**src/uss_pkg.sv**
```systemverilog
// Purpose: constants for the user-interface screen sequencer
// Assumes: 50 MHz system clock
// Notes:   times in their own unit, cycle counts derived from the rate
package uss_pkg;

   localparam int unsigned CLK_HZ        = 50000000;
   localparam int unsigned ADJ_IDLE_S    = 5;
   localparam int unsigned BYP_SCREEN_S  = 4;
   localparam int unsigned BYP_RELAY_S   = 10;
   localparam int unsigned MAN_REVERT_S  = 30;
   localparam int unsigned AUTO_STEP_S   = 4;
   localparam int unsigned DATA_HOLD_S   = 8;
   localparam int unsigned REFRESH_S     = 1;
   localparam int unsigned ALT_S         = 2;
   localparam int unsigned WINDOW_S      = 86400;
   localparam int unsigned DEBOUNCE_US   = 20000;

   localparam int unsigned SEC_CYC      = CLK_HZ;
   localparam int unsigned DEBOUNCE_CYC = DEBOUNCE_US * (CLK_HZ / 1000000);

   localparam int unsigned NSCR = 5;

   // screen codes, display order
   typedef enum logic [2:0]
   {
      USS_SCR_TEMP  = 3'h0,
      USS_SCR_HUM   = 3'h1,
      USS_SCR_CO2   = 3'h2,
      USS_SCR_VOC   = 3'h3,
      USS_SCR_TIME  = 3'h4,
      USS_SCR_ADJ   = 3'h5,
      USS_SCR_BYP   = 3'h6,
      USS_SCR_DATA  = 3'h7
   } uss_screen_t;

   typedef enum logic [1:0]
   {
      USS_DD_CUR = 2'h0,
      USS_DD_MIN = 2'h1,
      USS_DD_MAX = 2'h3,
      USS_DD_AVG = 2'h2
   } uss_dd_t;

   localparam logic [4:0] SCR_EN_RST = 5'h01;

endpackage

```
**src/uss_top.sv**
```systemverilog
// Purpose: push-button screen sequencer with set point, bypass, stats
// Assumes: buttons and sensor sample strobes synchronous to clk
// Notes:   temperatures are signed tenths of a degree Celsius, shown in the configured units
`timescale 1ns/1ps
`default_nettype none
// Function
// RULE_01 - warmer or cooler press opens adjust screen showing value unchanged
// RULE_02 - further presses on adjust screen add or subtract one
// RULE_03 - stepping past range end wraps to the other end
// RULE_04 - next press leaves the adjust screen at once
// RULE_05 - five idle seconds on adjust screen return to temperature
// RULE_06 - each change restarts timer whose expiry zeroes the adjustment
// RULE_07 - bypass press shows override screen four seconds, retriggerable
// RULE_08 - override screen ends on next or timeout, previous screen back
// RULE_09 - enabled bypass press energises relay ten seconds, retriggerable
// RULE_10 - setting routes bypass to bypass relay or alert relay
// RULE_11 - screens ordered temp, humidity, CO2, VOC, time; disabled skipped
// RULE_12 - manual mode next press steps forward, wrapping to first
// RULE_13 - manual mode non-temperature screen reverts after thirty seconds
// RULE_14 - automatic mode steps every four seconds; next still steps
// RULE_15 - warmer, cooler, next held eight seconds enters data display
// RULE_16 - data display current temperature refreshed every second
// RULE_17 - min, max, average over 24 hours, midnight aligned with clock
// RULE_18 - with clock, min and max alternate value and time of occurrence
// RULE_19 - without clock, window starts at reset; reset clears statistics
// RULE_20 - average over all samples of current window shown as screen; code shows it as data display item USS_DD_AVG
// RULE_21 - temperatures shown in Fahrenheit or Celsius per units setting
// RULE_22 - buttons debounced and counted once per press edge
module uss_top
   import uss_pkg::*;
#(
   parameter int unsigned SEC_CYCLES = SEC_CYC,
   parameter int unsigned DEB_CYCLES = DEBOUNCE_CYC,
   parameter int unsigned WIN_SEC    = WINDOW_S,
   parameter int          TW         = 12
)
(
   input  wire logic              clk,
   input  wire logic              rst,
   input  wire logic              btn_warmer,
   input  wire logic              btn_cooler,
   input  wire logic              btn_bypass,
   input  wire logic              btn_next,
   input  wire logic [4:0]        screen_en,
   input  wire logic              auto_scroll,
   input  wire logic signed [3:0] adj_min,
   input  wire logic signed [3:0] adj_max,
   input  wire logic [15:0]       adj_reset_s,
   input  wire logic              bypass_en,
   input  wire logic              bypass_to_alert,
   input  wire logic              rtc_present,
   input  wire logic              rtc_midnight,
   input  wire logic [10:0]       rtc_minute,
   input  wire logic              units_c,
   input  wire logic              temp_valid,
   input  wire logic signed [TW-1:0] temp_c,
   output logic [2:0]             screen,
   output logic [1:0]             dd_item,
   output logic                   dd_show_time,
   output logic signed [3:0]      adj_value,
   output logic signed [TW+1:0]   disp_temp,
   output logic [10:0]            disp_minute,
   output logic                   bypass_relay,
   output logic                   alert_relay
);

   // ------------------------------------------------------------
   // buttons
   // ------------------------------------------------------------
   logic [3:0] raw;
   logic [3:0] lvl;
   logic [3:0] prs;
   assign raw = {btn_next, btn_bypass, btn_cooler, btn_warmer};

   genvar gi;
   generate
      for (gi = 0; gi < 4; gi++)
      begin : g_btn
         uss_debounce #(.STABLE_CYC(DEB_CYCLES)) u_db
         (
            .clk       (clk),
            .rst       (rst),
            .btn_raw   (raw[gi]),
            .btn_level (lvl[gi]),
            .btn_press (prs[gi])
         ); // RULE_22
      end
   endgenerate

   wire logic combo  = lvl[0] && lvl[1] && lvl[3];
   wire logic p_warm = prs[0] && !combo;
   wire logic p_cool = prs[1] && !combo;
   wire logic p_byp  = prs[2];
   wire logic p_next = prs[3] && !combo;
   wire logic any_p  = |prs;

   // ------------------------------------------------------------
   // one second tick
   // ------------------------------------------------------------
   logic [31:0] div_q;
   wire  logic  tick = (div_q == SEC_CYCLES - 1);
   always_ff @(posedge clk)
   begin
      if (rst)
         div_q <= 32'h0;
      else
         div_q <= tick ? 32'h0 : div_q + 32'h1;
   end

   // ------------------------------------------------------------
   // next enabled main screen
   // ------------------------------------------------------------
   logic [2:0] main_q;
   logic [2:0] nxt_main;
   always_comb
   begin
      nxt_main = 3'h0;
      for (int k = NSCR; k >= 1; k--)
      begin
         int idx;
         idx = (int'(main_q) + k) % NSCR;
         if (screen_en[idx])
            nxt_main = 3'(idx); // RULE_11 RULE_12
      end
   end
   wire logic main_first = !screen_en[main_q] ||
                           (main_q == 3'(USS_SCR_TEMP));

   // ------------------------------------------------------------
   // screen state
   // ------------------------------------------------------------
   uss_screen_t scr_q;
   uss_screen_t byp_ret_q;
   logic [5:0]  sec_q;
   logic [3:0]  hold_q;

   wire logic in_adj  = (scr_q == USS_SCR_ADJ);
   wire logic in_byp  = (scr_q == USS_SCR_BYP);
   wire logic in_data = (scr_q == USS_SCR_DATA);
   wire logic in_main = !in_adj && !in_byp && !in_data;
   wire logic data_go = combo && tick && (hold_q == 4'(DATA_HOLD_S - 1));

   wire logic adj_idle  = in_adj && tick && (sec_q == 6'(ADJ_IDLE_S - 1));
   wire logic byp_done  = in_byp && tick && (sec_q == 6'(BYP_SCREEN_S - 1));
   wire logic auto_step = in_main && auto_scroll && tick &&
                          (sec_q == 6'(AUTO_STEP_S - 1));
   wire logic man_rev   = in_main && !auto_scroll && !main_first && tick &&
                          (sec_q == 6'(MAN_REVERT_S - 1));

   always_ff @(posedge clk)
   begin
      if (rst)
         hold_q <= 4'h0;
      else if (!combo || data_go)
         hold_q <= 4'h0;
      else if (tick)
         hold_q <= hold_q + 4'h1; // RULE_15
   end

   always_ff @(posedge clk)
   begin
      if (rst)
      begin
         scr_q     <= USS_SCR_TEMP;
         main_q    <= 3'(USS_SCR_TEMP);
         byp_ret_q <= USS_SCR_TEMP;
         sec_q     <= 6'h0;
      end
      else if (data_go)
      begin
         scr_q <= USS_SCR_DATA; // RULE_15
         sec_q <= 6'h0;
      end
      else if (p_byp && !in_data)
      begin
         if (!in_byp)
            byp_ret_q <= scr_q;
         scr_q <= USS_SCR_BYP; // RULE_07
         sec_q <= 6'h0;
      end
      else if (in_byp && (p_next || byp_done))
      begin
         scr_q <= byp_ret_q; // RULE_08
         sec_q <= 6'h0;
      end
      else if ((p_warm || p_cool) && !in_data)
      begin
         scr_q <= USS_SCR_ADJ; // RULE_01
         sec_q <= 6'h0;
      end
      else if (in_adj && (p_next || adj_idle))
      begin
         scr_q  <= USS_SCR_TEMP; // RULE_04 RULE_05
         main_q <= 3'(USS_SCR_TEMP);
         sec_q  <= 6'h0;
      end
      else if (in_main && (p_next || auto_step))
      begin
         main_q <= nxt_main; // RULE_12 RULE_14
         scr_q  <= uss_screen_t'(nxt_main);
         sec_q  <= 6'h0;
      end
      else if (man_rev)
      begin
         main_q <= 3'(USS_SCR_TEMP); // RULE_13
         scr_q  <= USS_SCR_TEMP;
         sec_q  <= 6'h0;
      end
      else if (in_data && p_next)
      begin
         scr_q  <= uss_screen_t'(main_q);
         sec_q  <= 6'h0;
      end
      else if (any_p && in_adj)
         sec_q <= 6'h0;
      else if (tick && sec_q != 6'h3F)
         sec_q <= sec_q + 6'h1;
   end

   // ------------------------------------------------------------
   // set point adjustment and its reset timer
   // ------------------------------------------------------------
   logic signed [3:0] adj_q;
   logic [15:0]       art_q;
   wire logic inc = in_adj && p_warm;
   wire logic dec = in_adj && p_cool;
   wire logic signed [3:0] adj_up = (adj_q >= adj_max) ? adj_min : adj_q + 4'sh1;
   wire logic signed [3:0] adj_dn = (adj_q <= adj_min) ? adj_max : adj_q - 4'sh1;
   wire logic art_exp = tick && (art_q == 16'h1);

   always_ff @(posedge clk)
   begin
      if (rst)
      begin
         adj_q <= 4'sh0;
         art_q <= 16'h0;
      end
      else if (inc || dec)
      begin
         adj_q <= inc ? adj_up : adj_dn; // RULE_02 RULE_03
         art_q <= adj_reset_s; // RULE_06
      end
      else if (art_exp)
      begin
         adj_q <= 4'sh0; // RULE_06
         art_q <= 16'h0;
      end
      else if (tick && art_q != 16'h0)
         art_q <= art_q - 16'h1;
   end

   // ------------------------------------------------------------
   // bypass relay
   // ------------------------------------------------------------
   logic [3:0] rly_q;
   logic       byp_rly_q;
   logic       alm_rly_q;
   wire logic  rly_on = (rly_q != 4'h0);
   always_ff @(posedge clk)
   begin
      if (rst)
         rly_q <= 4'h0;
      else if (p_byp && bypass_en)
         rly_q <= 4'(BYP_RELAY_S); // RULE_09
      else if (tick && rly_on)
         rly_q <= rly_q - 4'h1;
   end
   always_ff @(posedge clk)
   begin
      if (rst)
      begin
         byp_rly_q <= 1'b0;
         alm_rly_q <= 1'b0;
      end
      else
      begin
         byp_rly_q <= rly_on && !bypass_to_alert; // RULE_10
         alm_rly_q <= rly_on && bypass_to_alert; // RULE_10
      end
   end

   // ------------------------------------------------------------
   // temperature statistics
   // ------------------------------------------------------------
   logic signed [TW-1:0] min_q;
   logic signed [TW-1:0] max_q;
   logic signed [TW-1:0] cur_q;
   logic [10:0]          min_t_q;
   logic [10:0]          max_t_q;
   logic signed [39:0]   sum_q;
   logic [27:0]          n_q;
   logic [16:0]          win_q;
   wire logic win_new = rtc_present ? rtc_midnight
                        : (tick && win_q == 17'(WIN_SEC - 1)); // RULE_17 RULE_19
   wire logic first = (n_q == 28'h0);

   always_ff @(posedge clk)
   begin
      if (rst || win_new || rtc_present)
         win_q <= 17'h0;
      else if (tick)
         win_q <= win_q + 17'h1;
   end

   always_ff @(posedge clk)
   begin
      if (rst || win_new)
      begin
         min_q <= '0; // RULE_19
         max_q <= '0;
         sum_q <= 40'sh0;
         n_q   <= 28'h0;
      end
      else if (temp_valid)
      begin
         if (first || temp_c < min_q)
            min_q <= temp_c; // RULE_17
         if (first || temp_c > max_q)
            max_q <= temp_c;
         sum_q <= sum_q + 40'(temp_c); // RULE_20
         n_q   <= n_q + 28'h1;
      end
   end

   always_ff @(posedge clk)
   begin
      if (rst)
      begin
         min_t_q <= 11'h0;
         max_t_q <= 11'h0;
      end
      else if (temp_valid && !win_new)
      begin
         if (first || temp_c < min_q)
            min_t_q <= rtc_minute; // RULE_18
         if (first || temp_c > max_q)
            max_t_q <= rtc_minute;
      end
   end

   always_ff @(posedge clk)
   begin
      if (rst)
         cur_q <= '0;
      else if (tick)
         cur_q <= temp_c; // RULE_16
   end

   // single-cycle divide on the tick: average refreshed once a second is plenty
   logic signed [39:0] avg_q;
   always_ff @(posedge clk)
   begin
      if (rst || first)
         avg_q <= 40'sh0;
      else if (tick)
         avg_q <= sum_q / $signed({12'h0, n_q}); // RULE_20
   end

   // ------------------------------------------------------------
   // data display items
   // ------------------------------------------------------------
   uss_dd_t    dd_q;
   logic       alt_q;
   logic [1:0] alt_cnt_q;
   always_ff @(posedge clk)
   begin
      if (rst || !in_data)
         dd_q <= USS_DD_CUR;
      else if (p_warm)
         unique case (dd_q)
            USS_DD_CUR: dd_q <= USS_DD_MIN;
            USS_DD_MIN: dd_q <= USS_DD_MAX;
            USS_DD_MAX: dd_q <= USS_DD_AVG;
            USS_DD_AVG: dd_q <= USS_DD_CUR;
         endcase
   end
   always_ff @(posedge clk)
   begin
      if (rst || !rtc_present || p_warm)
      begin
         alt_q     <= 1'b0;
         alt_cnt_q <= 2'h0;
      end
      else if (tick)
      begin
         alt_cnt_q <= (alt_cnt_q == 2'(ALT_S - 1)) ? 2'h0 : alt_cnt_q + 2'h1;
         if (alt_cnt_q == 2'(ALT_S - 1))
            alt_q <= !alt_q; // RULE_18
      end
   end

   logic signed [TW-1:0] sel_t;
   always_comb
   begin
      unique case (dd_q)
         USS_DD_MIN: sel_t = min_q;
         USS_DD_MAX: sel_t = max_q;
         USS_DD_AVG: sel_t = avg_q[TW-1:0];
         default:    sel_t = cur_q;
      endcase
   end
   // tenths: F = C * 9 / 5 + 320
   wire logic signed [TW+4:0] f_ful = (TW+5)'(sel_t) * 5'sd9 / 5'sd5 + 10'sd320;

   logic signed [TW+1:0] disp_q;
   logic [10:0]          dmin_q;
   logic                 dtim_q;
   always_ff @(posedge clk)
   begin
      if (rst)
      begin
         disp_q <= '0;
         dmin_q <= 11'h0;
         dtim_q <= 1'b0;
      end
      else
      begin
         disp_q <= units_c ? (TW+2)'(sel_t) : f_ful[TW+1:0]; // RULE_21
         dmin_q <= (dd_q == USS_DD_MAX) ? max_t_q : min_t_q;
         dtim_q <= in_data && alt_q &&
                   (dd_q == USS_DD_MIN || dd_q == USS_DD_MAX); // RULE_18
      end
   end

   assign screen       = scr_q;
   assign dd_item      = dd_q;
   assign dd_show_time = dtim_q;
   assign adj_value    = adj_q; // RULE_01
   assign disp_temp    = disp_q;
   assign disp_minute  = dmin_q;
   assign bypass_relay = byp_rly_q;
   assign alert_relay  = alm_rly_q;

endmodule
`default_nettype wire

```
**src/uss_debounce.sv**
```systemverilog
// Purpose: debounce one push button and pulse once per press
// Assumes: input synchronous to clk
// Notes:   held button gives a single pulse
`timescale 1ns/1ps
`default_nettype none
module uss_debounce
   import uss_pkg::*;
#(
   parameter int unsigned STABLE_CYC = DEBOUNCE_CYC
)
(
   input  wire logic clk,
   input  wire logic rst,
   input  wire logic btn_raw,
   output logic      btn_level,
   output logic      btn_press
);

   logic [31:0] cnt_q;
   logic        lvl_q;
   logic        prs_q;
   wire  logic  differs = (btn_raw != lvl_q);
   wire  logic  settled = (cnt_q >= STABLE_CYC - 1);

   always_ff @(posedge clk)
   begin
      if (rst)
      begin
         cnt_q <= 32'h0;
         lvl_q <= 1'b0;
         prs_q <= 1'b0;
      end
      else
      begin
         cnt_q <= (differs && !settled) ? cnt_q + 32'h1 : 32'h0;
         prs_q <= differs && settled && btn_raw;
         if (differs && settled)
            lvl_q <= btn_raw;
      end
   end

   assign btn_level = lvl_q;
   assign btn_press = prs_q;

endmodule
`default_nettype wire

```
**config.mk**
```make
export PLATFORM = sky130hd
export DESIGN_NAME = uss_top
export DESIGN_NICKNAME = d
export VERILOG_FILES = /design/src/uss_pkg.sv /design/src/uss_top.sv /design/src/uss_debounce.sv
export SDC_FILE = /design/constraint.sdc
export NUM_CORES = 2
export LEC_CHECK = 0
export BUFFER_PORTS_ARGS = -buffer_cell sky130_fd_sc_hd__buf_2
export CORE_UTILIZATION = 60
export CTS_CLUSTER_SIZE = 14
export DETAILED_ROUTE_END_ITERATION = 8
export GPL_TIMING_DRIVEN = 0
export PLACE_DENSITY = 0.77
export SLEW_MARGIN = 15
export SYNTH_ARGS = -nofsm -noshare
export SYNTH_HDL_FRONTEND = slang
export SYNTH_SLANG_ARGS = --single-unit
```
**constraint.sdc**
```tcl
create_clock -name clk -period 257.6 [get_ports clk]
set_clock_uncertainty 0.2 [all_clocks]
set_input_delay 25.76 -clock clk [delete_from_list [all_inputs] [get_ports clk]]
set_output_delay 25.76 -clock clk [all_outputs]
set_load 0.05 [all_outputs]
```
==> summary.txt <==
drt first-iter violations - 5615
syn_area_per_cell - 7.353 µm²
Fin. Hold Viols - 0
CTS Root Cell - clkbuf_16
CP most frequent cell - o21a_1
post-synthesis sequential area ratio - 12.49%
setup TNS - 0 ns
EDFF count, synth - 0
area leader, netlist - ha_1
asr flop ratio synth - 0%
share of the synthesized area in the top cell type - 17.40%
RSZ-0062 raised after global routing - no
fill count - 9529
vias in the first global route - 61990
Tcrit/Tclk final - 59.76%
synth unique cells - 129
largest net degree at the start of global routing - 44
CP max FO - 10
layout cells sized above 1 - 7.270%
initial antenna violation count - 10
Hold-fix buffers, CTS - 0
Primary FF master, synth - dfxtp_1
final-report max-slew violation count - 0
vias per cell - 6.447
die area - 107900 µm²
Die H - 328.4 µm
Crit. End Element - flip-flop
synthesis-stage register bit count - 399
Final WS setup - 103.66 ns
Critical Path Slowest Stage Cell - a31oi_1
clock latency on the worst-skew pair - 0.60 ns
Yosys Warn Count - 0
Post-Syn Area - 63930 µm²
Overflow after GRT - 0
Worst-path clk slew - 0.06 ns
Syn Inst Count - 8694
worst slack, placed - 108.61 ns
Hold WS - 0.2518 ns
Period minus WS final - 153.94 ns
DR DRC count - 4
PostCTS Resize Cnt - 0
Highest Clock Rate - 0.006496 GHz
flop2flop setup slack - 103.66 ns
CP Data Arrival Time - 154.27 ns
CTS HTree Levels - 2
top cells by area, synth - ha_1, dfxtp_1, nor2_1, xnor2_1, a21oi_1
status - finished with violations
most frequent cells in the layout - nor2_1, ha_1, nand2_1, a21oi_1, xnor2_1
I/O Buffers - 101
die width - 328.4 µm
Post-DP HPWL - 155.5 mm
clk sinks - 399
Slew HR - 16.05%
maximum root-to-sink buffer count - 3
Slowest Stage Delay on Critical Path - 1.01 ns
Hold WC Path Type - reg -> reg
GR Util All Layers - 34.61%
final setup fails - 0
Startpoint Class - flip-flop
max cap viols - 0
Ports - 102
first-pass GRT wire length - 311.2 mm
CTS Buf Count - 43
post-route ant nets - 0
synth-to-layout area growth - 6.482%
WP data required - 257.93 ns
Initial Util - 60.65%
CTS tree - done
area of the multi-input gates - 53980 µm²
Final nets - 9853
Setup Buffers After CTS - 0
routed wire length - 195.0 mm
detail-routed net length per standard cell - 18.89 µm
failing checks - design-rule violations
via count - 66560
commonest non-fill, non-tap cell in the layout - nor2_1
# rows - 119
Core Footprint - 105400 µm²
crit path kind - reg -> reg
Slew @ Worst Pin - 1.251 ns
register area - 7988 µm²
drt pass-1 iters - 8
Placer Congestion - 0.9690
## registers in the layout (all words and copies together) (netlist names), 12 cells and up
name / count
min_q: 12
sum_q: 40
disp_temp: 14
n_q: 28
win_q: 17
g_btn.u_db.cnt_q: 128
art_q: 16
avg_q: 12
cur_q: 12
div_q: 32
max_q: 12
## critical path: cells and delay by family, from the launching register on
kind / cells / cell delay [ns]
compound gates: 313 / 81.31
buf+inv: 78 / 31.10
simple gates: 107 / 24.28
fa+ha+maj: 41 / 12.91
mux: 7 / 2.87
xor+xnor: 2 / 0.51
flops: 1 / 0.39
## logic make-up (layout without fill, tap and decap cells)
kind of cell | count (synthesis) | in the layout | share of synthesized area [%]
other | 1 | 54 | 0.005866
AND/OR/NAND/NOR | 3250 | 3250 | 24.25
adder cells (fa/ha/maj) | 892 | 892 | 17.48
multiplexers | 362 | 362 | 6.429
buffers and inverters | 571 | 757 | 3.394
XOR/XNOR | 717 | 717 | 9.864
flip-flops | 399 | 399 | 12.49
AO/OA/AOI/OAI | 2502 | 2502 | 26.08
## cell usage after synthesis, types with 219 or more instances
master	count
nor2_1	1018
ha_1	889
nand2_1	811
a21oi_1	680
xnor2_1	435
dfxtp_1	399
o21ai_0	397
nor3_1	333
inv_1	301
xor2_1	280
o21a_1	277
mux2_2	232
nand3_1	219
## final cells by class
type / instances / area share, %
clock inverter: 17 / 0.3566
antenna: 6 / 0.02206
multi-input combinational: 7771 / 79.30
timing repair buffer: 111 / 1.059
tap: 1391 / 2.557
clock buffer: 58 / 1.766
sequential: 399 / 11.73
inverter: 306 / 1.706
buffer: 265 / 1.505
## metrics by stage
stage	cell area (µm²)	utilization [%]	instances
5_1_grt	68070	64.57	10320
3_5_place_dp	66600	63.17	10240
3_3_place_gp	66350	62.94	10230
4_1_cts	68040	64.55	10320
6_report	68070	64.58	10320
2_1_floorplan	64110	-	8741
## metal layers
| metal | track usage [%] | part of all wire (%) |
|---|---|---|
| met5 | 0 | 0.023 |
| met4 | 12.45 | 3.5 |
| met3 | 3.998 | 7.5 |
| met2 | 57.51 | 45 |
| met1 | 45.88 | 44 |
## final timing paths
check | from | to | cells past startpoint
max | sum_q[1] | avg_q[10] | 548
min reg2reg | avg_q[10] | avg_q[10] | 2
min | avg_q[10] | avg_q[10] | 2
max reg2reg | sum_q[1] | avg_q[10] | 548
Power is not shown: default switching activity piles up to over one toggle a cycle in this logic, so the estimate is an artifact.
